$ cat src/adc_ctrl_pkg.sv
package adc_ctrl_pkg;

	// ------------------------------------------------------------------
	// Register offsets and reset values
	// ------------------------------------------------------------------
	localparam logic [7:0] CONV_TIME_CH0_OFS = 8'h30;
	localparam logic [7:0] CONV_TIME_CH1_OFS = 8'h32;
	localparam logic [7:0] MODE_RD_OFS       = 8'h38;
	localparam logic [7:0] MODE_WR_ALT_OFS   = 8'h3A;
	localparam logic [7:0] CONV_TIME_RST     = 8'h91;
	localparam logic [7:0] MODE_RST          = 8'h00;
	// Address bit that names the channel of a mode write.
	localparam int         CHAN_ADDR_BIT     = 1;

	// ------------------------------------------------------------------
	// Conversion length formula terms, in master clock cycles, and synchroniser depth
	// ------------------------------------------------------------------
	localparam logic [14:0] ALT_ON_STEP   = 15'h0080;
	localparam logic [14:0] ALT_ON_BASE   = 15'h00F8;
	localparam logic [14:0] ALT_OFF_STEP  = 15'h0040;
	localparam logic [14:0] ALT_OFF_BASE  = 15'h00CE;
	localparam logic [14:0] TWO_CHAN_XTRA = 15'h0001;
	localparam int          SYNC_STAGES   = 3;

	// ------------------------------------------------------------------
	// Field layouts
	// ------------------------------------------------------------------
	typedef enum logic [2:0] {
		OP_IDLE, OP_CONTINUOUS, OP_SINGLE, OP_STANDBY,
		OP_SELF_ZERO, OP_RESERVED, OP_SYS_ZERO, OP_SYS_FULL
	} operation_select_t;

	typedef struct packed {
		logic       offset_alternation_enable;
		logic [6:0] filter_length_word;
	} conv_time_t;

	typedef struct packed {
		operation_select_t operation_select;
		logic              clock_output_off;
		logic              dump;
		logic              continuous_read;
		logic              wide_result;
		logic              clamp;
	} mode_reg_t;

	typedef enum logic [1:0] {
		ST_IDLE, ST_CONVERT, ST_STANDBY
	} ctrl_fsm_t;

	typedef struct packed {
		logic             wr_en;
		logic             rd_en;
		logic [7:0]       addr;
		logic [7:0]       wdata;
	} reg_req_t;

	typedef struct packed {
		conv_time_t [1:0] conv_time;
		mode_reg_t        mode;
		logic             chan;
		ctrl_fsm_t        fsm;
		logic [14:0]      count;
		logic             done_n;
		logic [7:0]       rdata;
		logic [23:0]      result;
		logic             result_chan;
		logic             result_stb;
		logic             cal_done_stb;
		logic             status_clr_stb;
		logic [SYNC_STAGES-1:0] ext_sync;
		logic             ext_clk;
	} ctrl_state_t;

endpackage

$ cat src/adc_mode_and_timing_control.sv
`timescale 1ns/1ps
// Functional notes
// Two 8-bit RW conversion time registers at 30h and 32h, reset 91h.
// Bit 7 enables offset alternation; bits 6..0 are the filter word.
// Alternation on, single or one channel: word*128+248 cycles, word 2..127.
// Alternation on, two channels continuous: word*128+249 cycles.
// Alternation off, single or one channel: word*64+206 cycles, word 3..127.
// Alternation off, two channels continuous: word*64+207 cycles.
// One 8-bit RW mode register, reset 00h, written at 38h or 3Ah.
// Mode write clears status, raises done pin, aborts, starts new mode.
// Address bit 1 of a mode write picks the channel used.
// Host reads the mode register only at 38h.
// A new operation code leaves the old mode and enters the new at once.
// Codes: idle, continuous, single, standby, self zero, reserved, sys cals.
// Written channel is first converted, converted, timed or calibrated.
// Clock-output-off bit floats the oscillator drive pin.
// Clock output off with crystal source stops conversions.
// Dump bit makes a status or data read return status then data.
// Continuous read bit always delivers status then data.
// Width bit selects 24-bit results when set, 16-bit when clear.
// Clamp bit saturates out-of-range results to all zeros or all ones.
// Idle after reset; idle again after any calibration or single conversion.
// Continuous mode posts each result, then moves to the next enabled channel.
// Single conversion end drops done pin, clears operation code, goes idle.
// Length counter follows the formula and reloads at every conversion start.
module adc_mode_and_timing_control
	import adc_ctrl_pkg::*;
(
	input  wire logic        clk_sys_i,
	input  wire logic        rstn_i,
	input  wire logic        reg_wr_i,
	input  wire logic        reg_rd_i,
	input  wire logic [7:0]  reg_addr_i,
	input  wire logic [7:0]  reg_wdata_i,
	output logic      [7:0]  reg_rdata_o,
	input  wire logic [1:0]  chan_enable_i,
	input  wire logic        ext_clock_source_i,
	input  wire logic [23:0] sample_i,
	input  wire logic        over_range_i,
	input  wire logic        negative_i,
	output logic             conv_done_n_o,
	output logic             status_clear_o,
	output logic             result_valid_o,
	output logic      [23:0] result_data_o,
	output logic             result_chan_o,
	output logic             cal_done_o,
	output logic             converting_o,
	output logic             active_chan_o,
	output logic      [2:0]  operation_select_o,
	output logic             standby_o,
	output logic             oscillator_drive_oe_o,
	output logic             converter_clock_run_o,
	output logic             status_with_data_o,
	output logic             continuous_read_o,
	output logic             wide_result_o
);

	// ------------------------------------------------------------------
	// Helpers
	// ------------------------------------------------------------------

	// Conversion length in master clock cycles for one channel setting.
	function automatic logic [14:0] conv_cycles(input conv_time_t ct,
			input logic two_chan);
		logic [14:0] fw;
		logic [14:0] len;
		fw = {8'h00, ct.filter_length_word};
		// alternation select
		if (ct.offset_alternation_enable) begin
			// alternation on length
			len = 15'(fw * ALT_ON_STEP) + ALT_ON_BASE;
		end else begin
			// alternation off length
			len = 15'(fw * ALT_OFF_STEP) + ALT_OFF_BASE;
		end
		// two channel extra
		if (two_chan) begin
			len = len + TWO_CHAN_XTRA;
		end
		return len;
	endfunction

	// Clamped or raw result, as the clamp bit asks.
	function automatic logic [23:0] shape_result(input logic [23:0] raw,
			input logic clamp, input logic over, input logic neg);
		// clamp saturation
		if (clamp && over) begin
			return neg ? 24'h000000 : 24'hFFFFFF;
		end
		return raw;
	endfunction

	// ------------------------------------------------------------------
	// State
	// ------------------------------------------------------------------
	ctrl_state_t s_q;
	ctrl_state_t s_d;
	reg_req_t    req;
	logic        mode_wr;
	logic        clk_stopped;
	logic        two_chan;
	logic        end_conv;
	logic        next_chan;
	logic [14:0] load_len;

	assign req = '{wr_en: reg_wr_i, rd_en: reg_rd_i,
		addr: reg_addr_i, wdata: reg_wdata_i};

	// Both offsets reach the one mode register.
	// mode write decode
	assign mode_wr = req.wr_en && (req.addr == MODE_RD_OFS ||
		req.addr == MODE_WR_ALT_OFS);

	// A crystal needs our drive; cutting it stops the converter clock.
	// crystal stop condition
	assign clk_stopped = s_q.mode.clock_output_off && !s_q.ext_clk;
	// two channel extra cycle
	assign two_chan = (s_q.mode.operation_select == OP_CONTINUOUS) &&
		(&chan_enable_i);
	assign end_conv = (s_q.fsm == ST_CONVERT) && !clk_stopped &&
		(s_q.count == 15'h0000);
	// next enabled channel
	assign next_chan = chan_enable_i[~s_q.chan] ? ~s_q.chan : s_q.chan;
	// reload length
	assign load_len = conv_cycles(s_q.conv_time[next_chan], two_chan) -
		15'h0001;

	// ------------------------------------------------------------------
	// Next state
	// ------------------------------------------------------------------

	// The strobes default low so each lives exactly one cycle.
	always_comb begin
		s_d = s_q;
		s_d.result_stb = 1'b0;
		s_d.cal_done_stb = 1'b0;
		s_d.status_clr_stb = 1'b0;
		// Pin synchroniser; only the last two stages are compared.
		s_d.ext_sync = {s_q.ext_sync[SYNC_STAGES-2:0], ext_clock_source_i};
		if (s_q.ext_sync[SYNC_STAGES-1] == s_q.ext_sync[SYNC_STAGES-2]) begin
			s_d.ext_clk = s_q.ext_sync[SYNC_STAGES-1];
		end

		// Register reads; 3Ah and unmapped offsets read as zero.
		// read only at 38h
		if (req.rd_en) begin
			case (req.addr)
				CONV_TIME_CH0_OFS: s_d.rdata = s_q.conv_time[0];
				CONV_TIME_CH1_OFS: s_d.rdata = s_q.conv_time[1];
				MODE_RD_OFS:       s_d.rdata = s_q.mode;
				default:           s_d.rdata = 8'h00;
			endcase
		end

		// conversion time writes
		if (req.wr_en && req.addr == CONV_TIME_CH0_OFS) begin
			s_d.conv_time[0] = req.wdata;
		end
		if (req.wr_en && req.addr == CONV_TIME_CH1_OFS) begin
			s_d.conv_time[1] = req.wdata;
		end

		// Conversion progress; the counter holds while the clock is stopped.
		if (s_q.fsm == ST_CONVERT && !clk_stopped && !end_conv) begin
			s_d.count = s_q.count - 15'h0001;
		end
		if (end_conv) begin
			case (s_q.mode.operation_select)
				// post and move on
				OP_CONTINUOUS: begin
					s_d.result_stb = 1'b1;
					s_d.done_n = 1'b0;
					s_d.chan = next_chan;
					s_d.count = load_len;
				end
				// single conversion end
				OP_SINGLE: begin
					s_d.result_stb = 1'b1;
					s_d.done_n = 1'b0;
					s_d.mode.operation_select = OP_IDLE;
					s_d.fsm = ST_IDLE;
				end
				// calibrations return to idle
				default: begin
					s_d.cal_done_stb = 1'b1;
					s_d.mode.operation_select = OP_IDLE;
					s_d.fsm = ST_IDLE;
				end
			endcase
			if (s_q.mode.operation_select inside {OP_CONTINUOUS, OP_SINGLE})
					begin
				s_d.result = shape_result(sample_i, s_q.mode.clamp,
					over_range_i, negative_i);
				s_d.result_chan = s_q.chan;
			end
		end

		// A mode write wins over a finishing conversion: it aborts it.
		// abort and restart
		if (mode_wr) begin
			s_d.mode = req.wdata;
			// channel from address
			s_d.chan = req.addr[CHAN_ADDR_BIT];
			s_d.done_n = 1'b1;
			s_d.status_clr_stb = 1'b1;
			s_d.result_stb = 1'b0;
			s_d.cal_done_stb = 1'b0;
			// operation decode
			// immediate mode entry
			case (operation_select_t'(req.wdata[7:5]))
				OP_CONTINUOUS, OP_SINGLE, OP_SELF_ZERO,
				OP_SYS_ZERO, OP_SYS_FULL: begin
					s_d.fsm = ST_CONVERT;
				end
				OP_STANDBY: s_d.fsm = ST_STANDBY;
				default:    s_d.fsm = ST_IDLE;
			endcase
			// channel sets the length
			s_d.count = conv_cycles(s_q.conv_time[req.addr[CHAN_ADDR_BIT]],
				(operation_select_t'(req.wdata[7:5]) == OP_CONTINUOUS) &&
				(&chan_enable_i)) - 15'h0001;
		end
	end

	// ------------------------------------------------------------------
	// State register
	// ------------------------------------------------------------------

	// idle after reset
	always_ff @(posedge clk_sys_i or negedge rstn_i) begin
		if (!rstn_i) begin
			s_q <= '0;
			s_q.conv_time[0] <= CONV_TIME_RST;
			s_q.conv_time[1] <= CONV_TIME_RST;
			s_q.mode <= MODE_RST;
			s_q.fsm <= ST_IDLE;
			s_q.done_n <= 1'b1;
		end else begin
			s_q <= s_d;
		end
	end

	// ------------------------------------------------------------------
	// Outputs
	// ------------------------------------------------------------------
	assign reg_rdata_o = s_q.rdata;
	assign conv_done_n_o = s_q.done_n;
	assign status_clear_o = s_q.status_clr_stb;
	assign result_valid_o = s_q.result_stb;
	assign result_data_o = s_q.result;
	assign result_chan_o = s_q.result_chan;
	assign cal_done_o = s_q.cal_done_stb;
	assign converting_o = (s_q.fsm == ST_CONVERT) && !clk_stopped;
	assign active_chan_o = s_q.chan;
	assign operation_select_o = s_q.mode.operation_select;
	assign standby_o = (s_q.fsm == ST_STANDBY);
	// drive pin floats
	assign oscillator_drive_oe_o = !s_q.mode.clock_output_off;
	assign converter_clock_run_o = !clk_stopped;
	// dump read
	// continuous read dump
	assign status_with_data_o = s_q.mode.dump || s_q.mode.continuous_read;
	assign continuous_read_o = s_q.mode.continuous_read;
	// result width
	assign wide_result_o = s_q.mode.wide_result;

	// ------------------------------------------------------------------
	// Checks
	// ------------------------------------------------------------------
	mode_wr_done_a: assert property (@(posedge clk_sys_i)
		disable iff (!rstn_i) mode_wr |=> conv_done_n_o && status_clear_o)
		else $error("mode write did not raise done pin");
	mode_wr_chan_a: assert property (@(posedge clk_sys_i)
		disable iff (!rstn_i)
		mode_wr |=> active_chan_o == $past(reg_addr_i[1]))
		else $error("mode write channel wrong");
	mode_enter_a: assert property (@(posedge clk_sys_i)
		disable iff (!rstn_i) mode_wr && reg_wdata_i[7:5] == 3'h2
		|=> converting_o || !converter_clock_run_o)
		else $error("single mode not entered");
	single_end_a: assert property (@(posedge clk_sys_i)
		disable iff (!rstn_i)
		end_conv && !mode_wr && operation_select_o == 3'h2
		|=> !conv_done_n_o && operation_select_o == 3'h0 && result_valid_o)
		else $error("single conversion end wrong");
	cal_end_a: assert property (@(posedge clk_sys_i)
		disable iff (!rstn_i)
		end_conv && !mode_wr && operation_select_o[2]
		|=> cal_done_o && !converting_o && operation_select_o == 3'h0)
		else $error("calibration did not return idle");
	len_load_a: assert property (@(posedge clk_sys_i)
		disable iff (!rstn_i)
		mode_wr && reg_wdata_i[7:5] == 3'h2 && reg_addr_i[1] == 1'b0
		##1 !s_q.conv_time[0].offset_alternation_enable
		|-> s_q.count == 15'(s_q.conv_time[0].filter_length_word * 64
			+ 205))
		else $error("alternation off length wrong");
	clk_stop_a: assert property (@(posedge clk_sys_i)
		disable iff (!rstn_i) clk_stopped && !mode_wr
		|=> $stable(s_q.count) && !result_valid_o)
		else $error("conversion ran with clock stopped");
	clamp_hi_a: assert property (@(posedge clk_sys_i)
		disable iff (!rstn_i) end_conv && !mode_wr && s_q.mode.clamp
		&& over_range_i && !negative_i && !operation_select_o[2]
		|=> result_data_o == 24'hFFFFFF)
		else $error("clamp did not saturate");
	cont_next_a: assert property (@(posedge clk_sys_i)
		disable iff (!rstn_i) end_conv && !mode_wr
		&& operation_select_o == 3'h1 && (&chan_enable_i)
		|=> active_chan_o != $past(active_chan_o) && converting_o)
		else $error("continuous did not switch channel");
	// Clamp low side, and the raw path when clamping is off.
	clamp_lo_a: assert property (@(posedge clk_sys_i)
		disable iff (!rstn_i) end_conv && !mode_wr && s_q.mode.clamp
		&& over_range_i && negative_i && !operation_select_o[2]
		|=> result_data_o == 24'h000000)
		else $error("clamp did not floor");
	raw_data_a: assert property (@(posedge clk_sys_i)
		disable iff (!rstn_i) end_conv && !mode_wr && !s_q.mode.clamp
		&& !operation_select_o[2]
		|=> result_data_o == $past(sample_i))
		else $error("raw result not stored");
	// Standby and the reserved code must start no conversion.
	standby_entry_a: assert property (@(posedge clk_sys_i)
		disable iff (!rstn_i) mode_wr && reg_wdata_i[7:5] == 3'h3
		|=> standby_o && !converting_o)
		else $error("standby not entered");
	reserved_idle_a: assert property (@(posedge clk_sys_i)
		disable iff (!rstn_i) mode_wr && reg_wdata_i[7:5] == 3'h5
		|=> !standby_o && !converting_o && !cal_done_o)
		else $error("reserved code did not idle");
	// The operation code and width bit of the mode register read back at its read offset.
	mode_read_a: assert property (@(posedge clk_sys_i)
		disable iff (!rstn_i) reg_rd_i && reg_addr_i == MODE_RD_OFS
		|=> reg_rdata_o[7:5] == $past(operation_select_o)
		&& reg_rdata_o[1] == $past(wide_result_o))
		else $error("mode read-back wrong");
	// A single conversion on channel one loads the alternation-on length.
	len_alt_on_a: assert property (@(posedge clk_sys_i)
		disable iff (!rstn_i)
		mode_wr && reg_wdata_i[7:5] == 3'h2 && reg_addr_i[1] == 1'b1
		##1 s_q.conv_time[1].offset_alternation_enable
		|-> s_q.count == 15'(s_q.conv_time[1].filter_length_word * 128
			+ 247))
		else $error("alternation on length wrong");
	// Calibrations report through their own pulse, not the done pin.
	cal_pin_a: assert property (@(posedge clk_sys_i)
		disable iff (!rstn_i)
		end_conv && !mode_wr && operation_select_o[2]
		|=> conv_done_n_o == $past(conv_done_n_o))
		else $error("calibration moved done pin");

endmodule

$ cat config.mk
export PLATFORM = sky130hd
export DESIGN_NAME = adc_mode_and_timing_control
export DESIGN_NICKNAME = d
export VERILOG_FILES = /design/src/adc_ctrl_pkg.sv /design/src/adc_mode_and_timing_control.sv
export SDC_FILE = /design/constraint.sdc
export NUM_CORES = 1
export LEC_CHECK = 0
export BUFFER_PORTS_ARGS = -buffer_cell sky130_fd_sc_hd__buf_2
export CORE_ASPECT_RATIO = 0.6
export CORE_MARGIN = 5
export CORE_UTILIZATION = 53
export DETAILED_ROUTE_END_ITERATION = 10
export PLACE_DENSITY = 0.84
export SYNTH_ARGS = -nofsm -noshare
export SYNTH_HDL_FRONTEND = slang
export SYNTH_SLANG_ARGS = --single-unit
$ cat constraint.sdc
create_clock -name clk_sys_i -period 6.6 [get_ports clk_sys_i]
set_input_delay 0.99 -clock clk_sys_i [delete_from_list [all_inputs] [get_ports clk_sys_i]]
set_output_delay 0.99 -clock clk_sys_i [all_outputs]
set_load 0.03 [all_outputs]
==> run_results.csv <==
group,metric,value,unit
sta,max_freq,281.0,MHz
sta,setup_viol,0,
yosys,ys.warnings.count,0,
setup_path,crit_fanout,18,
setup_path,cpMostUsedCell,"sky130_fd_sc_hd__a311oi_1",
yosys,synth_fp_nets,667,
setup_path,worst-endpoint-required,6.85,ns
global_routing,grt_util_all_layers,24.15,%
clock_network,post_cts_buffers,0,
yosys,synth_top_flop_cell,"sky130_fd_sc_hd__dfrtp_1",
cells_and_area,ratio_of_cells_with_drive_above_1_in_the_final_layout,23.81,%
setup_path,timing.critical_path.slowest_stage_cell,"sky130_fd_sc_hd__nand2_1",
clock_network,cts-hold-fix-buffers,0,
clock_network,cts_root_buf,"sky130_fd_sc_hd__clkbuf_16",
yosys,asyncSetResetFlopFracSynth,100.0,%
cells_and_area,final_net_count,704,
detailed_routing,drc,0,
cells_and_area,area_delta_synth_final,10.06,%
yosys,synth_edf_count,0,
floorplanning,initial_core_util,54.31,%
yosys,yosys.cell_types.count,68,
setup_path,worst_setup_path_start_kind,"input port",
clock_network,cts.sink_count,83,
clock_network,clock_latency,0.34,ns
floorplanning,floorplan.die.width,139.7,um
sta,timing.slew.headroom,23.60,%
floorplanning,floorplan.io_pins,97,
sta,final.period_utilization,53.91,%
placed_design,numPortBuffers,96,
yosys,synth_top_area_cell,"sky130_fd_sc_hd__dfrtp_1",
sta,tightestPinTransition,1.145,ns
placed_design,gp_routability_congestion,0.9951,
power_and_ir_drop,p_leak,2.646,nW
detailed_routing,routed_wire_length_per_instance,19.15,um
global_routing,grt_remaining_overflow,0,
sta,clock-skew-final,0.007923,ns
power_and_ir_drop,vdd_ir_drop_max,136.6,uV
yosys,syn_inst,609,
setup_path,max_stage_delay,0.56,ns
yosys,synth_area_leaders,"sky130_fd_sc_hd__dfrtp_1, sky130_fd_sc_hd__buf_4, sky130_fd_sc_hd__nand2_1",
global_routing,first_global_vias,4541,
floorplanning,core_area,9844,um2
clock_network,longest_clk_path_bufs,2,
setup_path,critical_path_class,"in -> reg",
sta,final_period_minus_worst_setup_slack,3.558,ns
clock_network,number_of_buffers_inserted_during_clock_tree_synthesis,9,
sta,endpoints_failing_hold,0,
flow_run,cap_violations,0,
clock_network,count_of_h_tree_levels_built_during_cts,3,
yosys,synth.avg_cell_area,8.779,um2
global_routing,antenna_found_initial,0,
clock_network,post_cts_resize_count,0,
sta,grt_setup_unrepaired,"no",
setup_path,cell_chain_critical_path,"buf_2 -> or2_2 -> nand2_1 -> mux2_2 -> ha_1 -> and2_1 -> a32o_1 -> a311oi_1 -> a2111oi_0 -> a311oi_1",
setup_path,crit_arrival,3.80,ns
sta,final.setup.tns,0,ns
floorplanning,num_rows,28,
status,outcome,"complete, no violations",
hold_path,worst_hold_path_type,"reg -> reg",
clock_network,cts_tree,"yes",
global_routing,pin_count_of_the_biggest_net_entering_global_routing,84,
floorplanning,floorplan.die_area,12260,um2
detailed_routing,drt_pre_antenna_iters,5,
detailed_routing,vias_per_cell,6.076,
power_and_ir_drop,power.density_cell_area,230.7,nW/um2
detailed_routing,wirelength,15050,um
sta,whs,0.3486,ns
yosys,yosys.area.top_type_share,35.57,%
detailed_routing,drt_first_iter_violations,520,
floorplanning,floorplan.die.height,87.80,um
global_routing,grt_pass1_wl,23490,um
yosys,ys_seq_area_share,39.01,%
yosys,syn_area,5346,um2
cells_and_area,antenna-diode-count,0,
sta,slew_violations,0,
detailed_routing,number_of_antenna_violating_nets_in_the_routed_design,0,
yosys,number_of_storage_elements_in_the_synthesis_netlist,83,
placed_design,hpwl_dp,11030,um
clock_network,clkSlewWorstSetupHoldPaths,0.07,ns
power_and_ir_drop,p_total,1.357,mW
setup_path,critPathCaptureType,"flop",
detailed_routing,via_count,4776,
## synthesized netlist by cell type, drive strengths merged (6+ instances only)
| cell type | n |
|---|---|
| mux2 | 19 |
| ha | 9 |
| nor3 | 12 |
| a211oi | 13 |
| o21ai | 47 |
| inv | 26 |
| dfstp | 7 |
| xor2 | 10 |
| or3 | 6 |
| nand3 | 19 |
| a21oi | 47 |
| xnor2 | 22 |
| o22ai | 10 |
| dfrtp | 76 |
| clkbuf | 28 |
| mux2i | 20 |
| nor2 | 46 |
| buf | 45 |
| nand2 | 66 |
## state kept, by name (all words and copies together), names as in the netlist
name / cells
s_q: 38
result_data_o: 24
reg_rdata_o: 8
operation_select_o: 3
s_d: 2
active_chan_o: 1
cal_done_o: 1
continuous_read_o: 1
conv_done_n_o: 1
result_chan_o: 1
result_valid_o: 1
status_clear_o: 1
wide_result_o: 1
## final timing paths
path                                                endpoint  slack, ns         startpoint  cells past startpoint
max                                        s_q[54]$_DFF_PN0_       3.04   chan_enable_i[1]                     10
min                                         s_d[3]$_DFF_PN0_       0.35   s_d[2]$_DFF_PN0_                      0
max reg2reg                                s_q[55]$_DFF_PN0_       3.26  s_q[41]$_DFF_PN0_                      8
min reg2reg                                 s_d[3]$_DFF_PN0_       0.35   s_d[2]$_DFF_PN0_                      0
max in group asynchronous  operation_select_o[2]$_DFFE_PN0P_       5.10             rstn_i                      1
min in group asynchronous                   s_d[2]$_DFF_PN0_       0.83             rstn_i                      1
## cells in the final DEF (no fill, tap or decap), drive strengths merged, types with 3 or more instances in the layout
cell type / count
dfstp: 7
nand3: 19
and2: 4
xor2: 10
a21boi: 3
nand2: 66
mux2i: 20
dfrtp: 76
a211oi: 13
mux2: 19
or3: 6
o211ai: 4
o21ai: 47
a31oi: 4
ha: 9
o22ai: 10
buf: 99
xnor2: 22
o31ai: 3
and3: 3
nor3: 12
nor2: 46
nand4: 4
inv: 28
nand3b: 5
a21oi: 47
or2: 5
a22o: 4
clkbuf: 10
a221oi: 3
nor4: 4
## routing by layer
metal  wire, um  vias up  global-route usage (%)
li1           -     2188                       -
met2       6471      247                   35.19
met3       1734       26                   7.474
met1       6668     2315                   35.00
met4        178        0                   6.860
met5          0        -                       0
## through the flow
| step | std cells | utilization (%) | cell area (um2) | worst slack (ns) |
|---|---|---|---|---|
| 3_5_place_dp | 770 | 56.62 | 5574 | 2.773 |
| 5_1_grt | 786 | 59.77 | 5884 | 2.856 |
| 3_3_place_gp | 770 | 56.62 | 5574 | 2.860 |
| 2_1_floorplan | 609 | - | 5346 | 3.051 |
| 6_report | 786 | 59.77 | 5884 | 3.042 |
| 4_1_cts | 786 | 59.77 | 5884 | 3.138 |
## kinds of logic (layout without fill, tap and decap cells)
kind of cell / count (synthesis) / after routing / share of synthesized area, %
buffers and inverters: 99 / 141 / 10.18
multiplexers: 39 / 39 / 7.746
AND/OR/NAND/NOR: 187 / 187 / 17.20
XOR/XNOR: 32 / 32 / 5.242
flip-flops: 83 / 83 / 39.01
adder cells (fa/ha/maj): 10 / 10 / 2.294
AO/OA/AOI/OAI: 159 / 159 / 18.32
## worst max-delay path: cells and delay by family
kind	cells	cell delay, ns
AOI/OAI and AO/OA	4	0.84
buffers and inverters	1	0.13
and+or+nand+nor	3	1.11
adders and majority gates	1	0.29
muxes	1	0.45
## layout make-up
cell class / instances / area, um2
Inverter: 26 / 97.59
Multi-Input combinational cell: 427 / 2716
Clock inverter: 6 / 71.32
Fill cell: 871 / 3960
Sequential cell: 83 / 2086
Tap cell: 135 / 168.9
Clock buffer: 10 / 239.0
Timing Repair Buffer: 99 / 505.5
## power breakdown
group	leakage, nW	internal [mW]	switching, mW	total, mW
combinational	1.55	0.0946	0.131	0.225
clock	0.146	0.307	0.217	0.524
sequential	0.954	0.548	0.0596	0.608
total	2.65	0.950	0.407	1.36
Note: power is estimated with default switching activity, not from simulation.
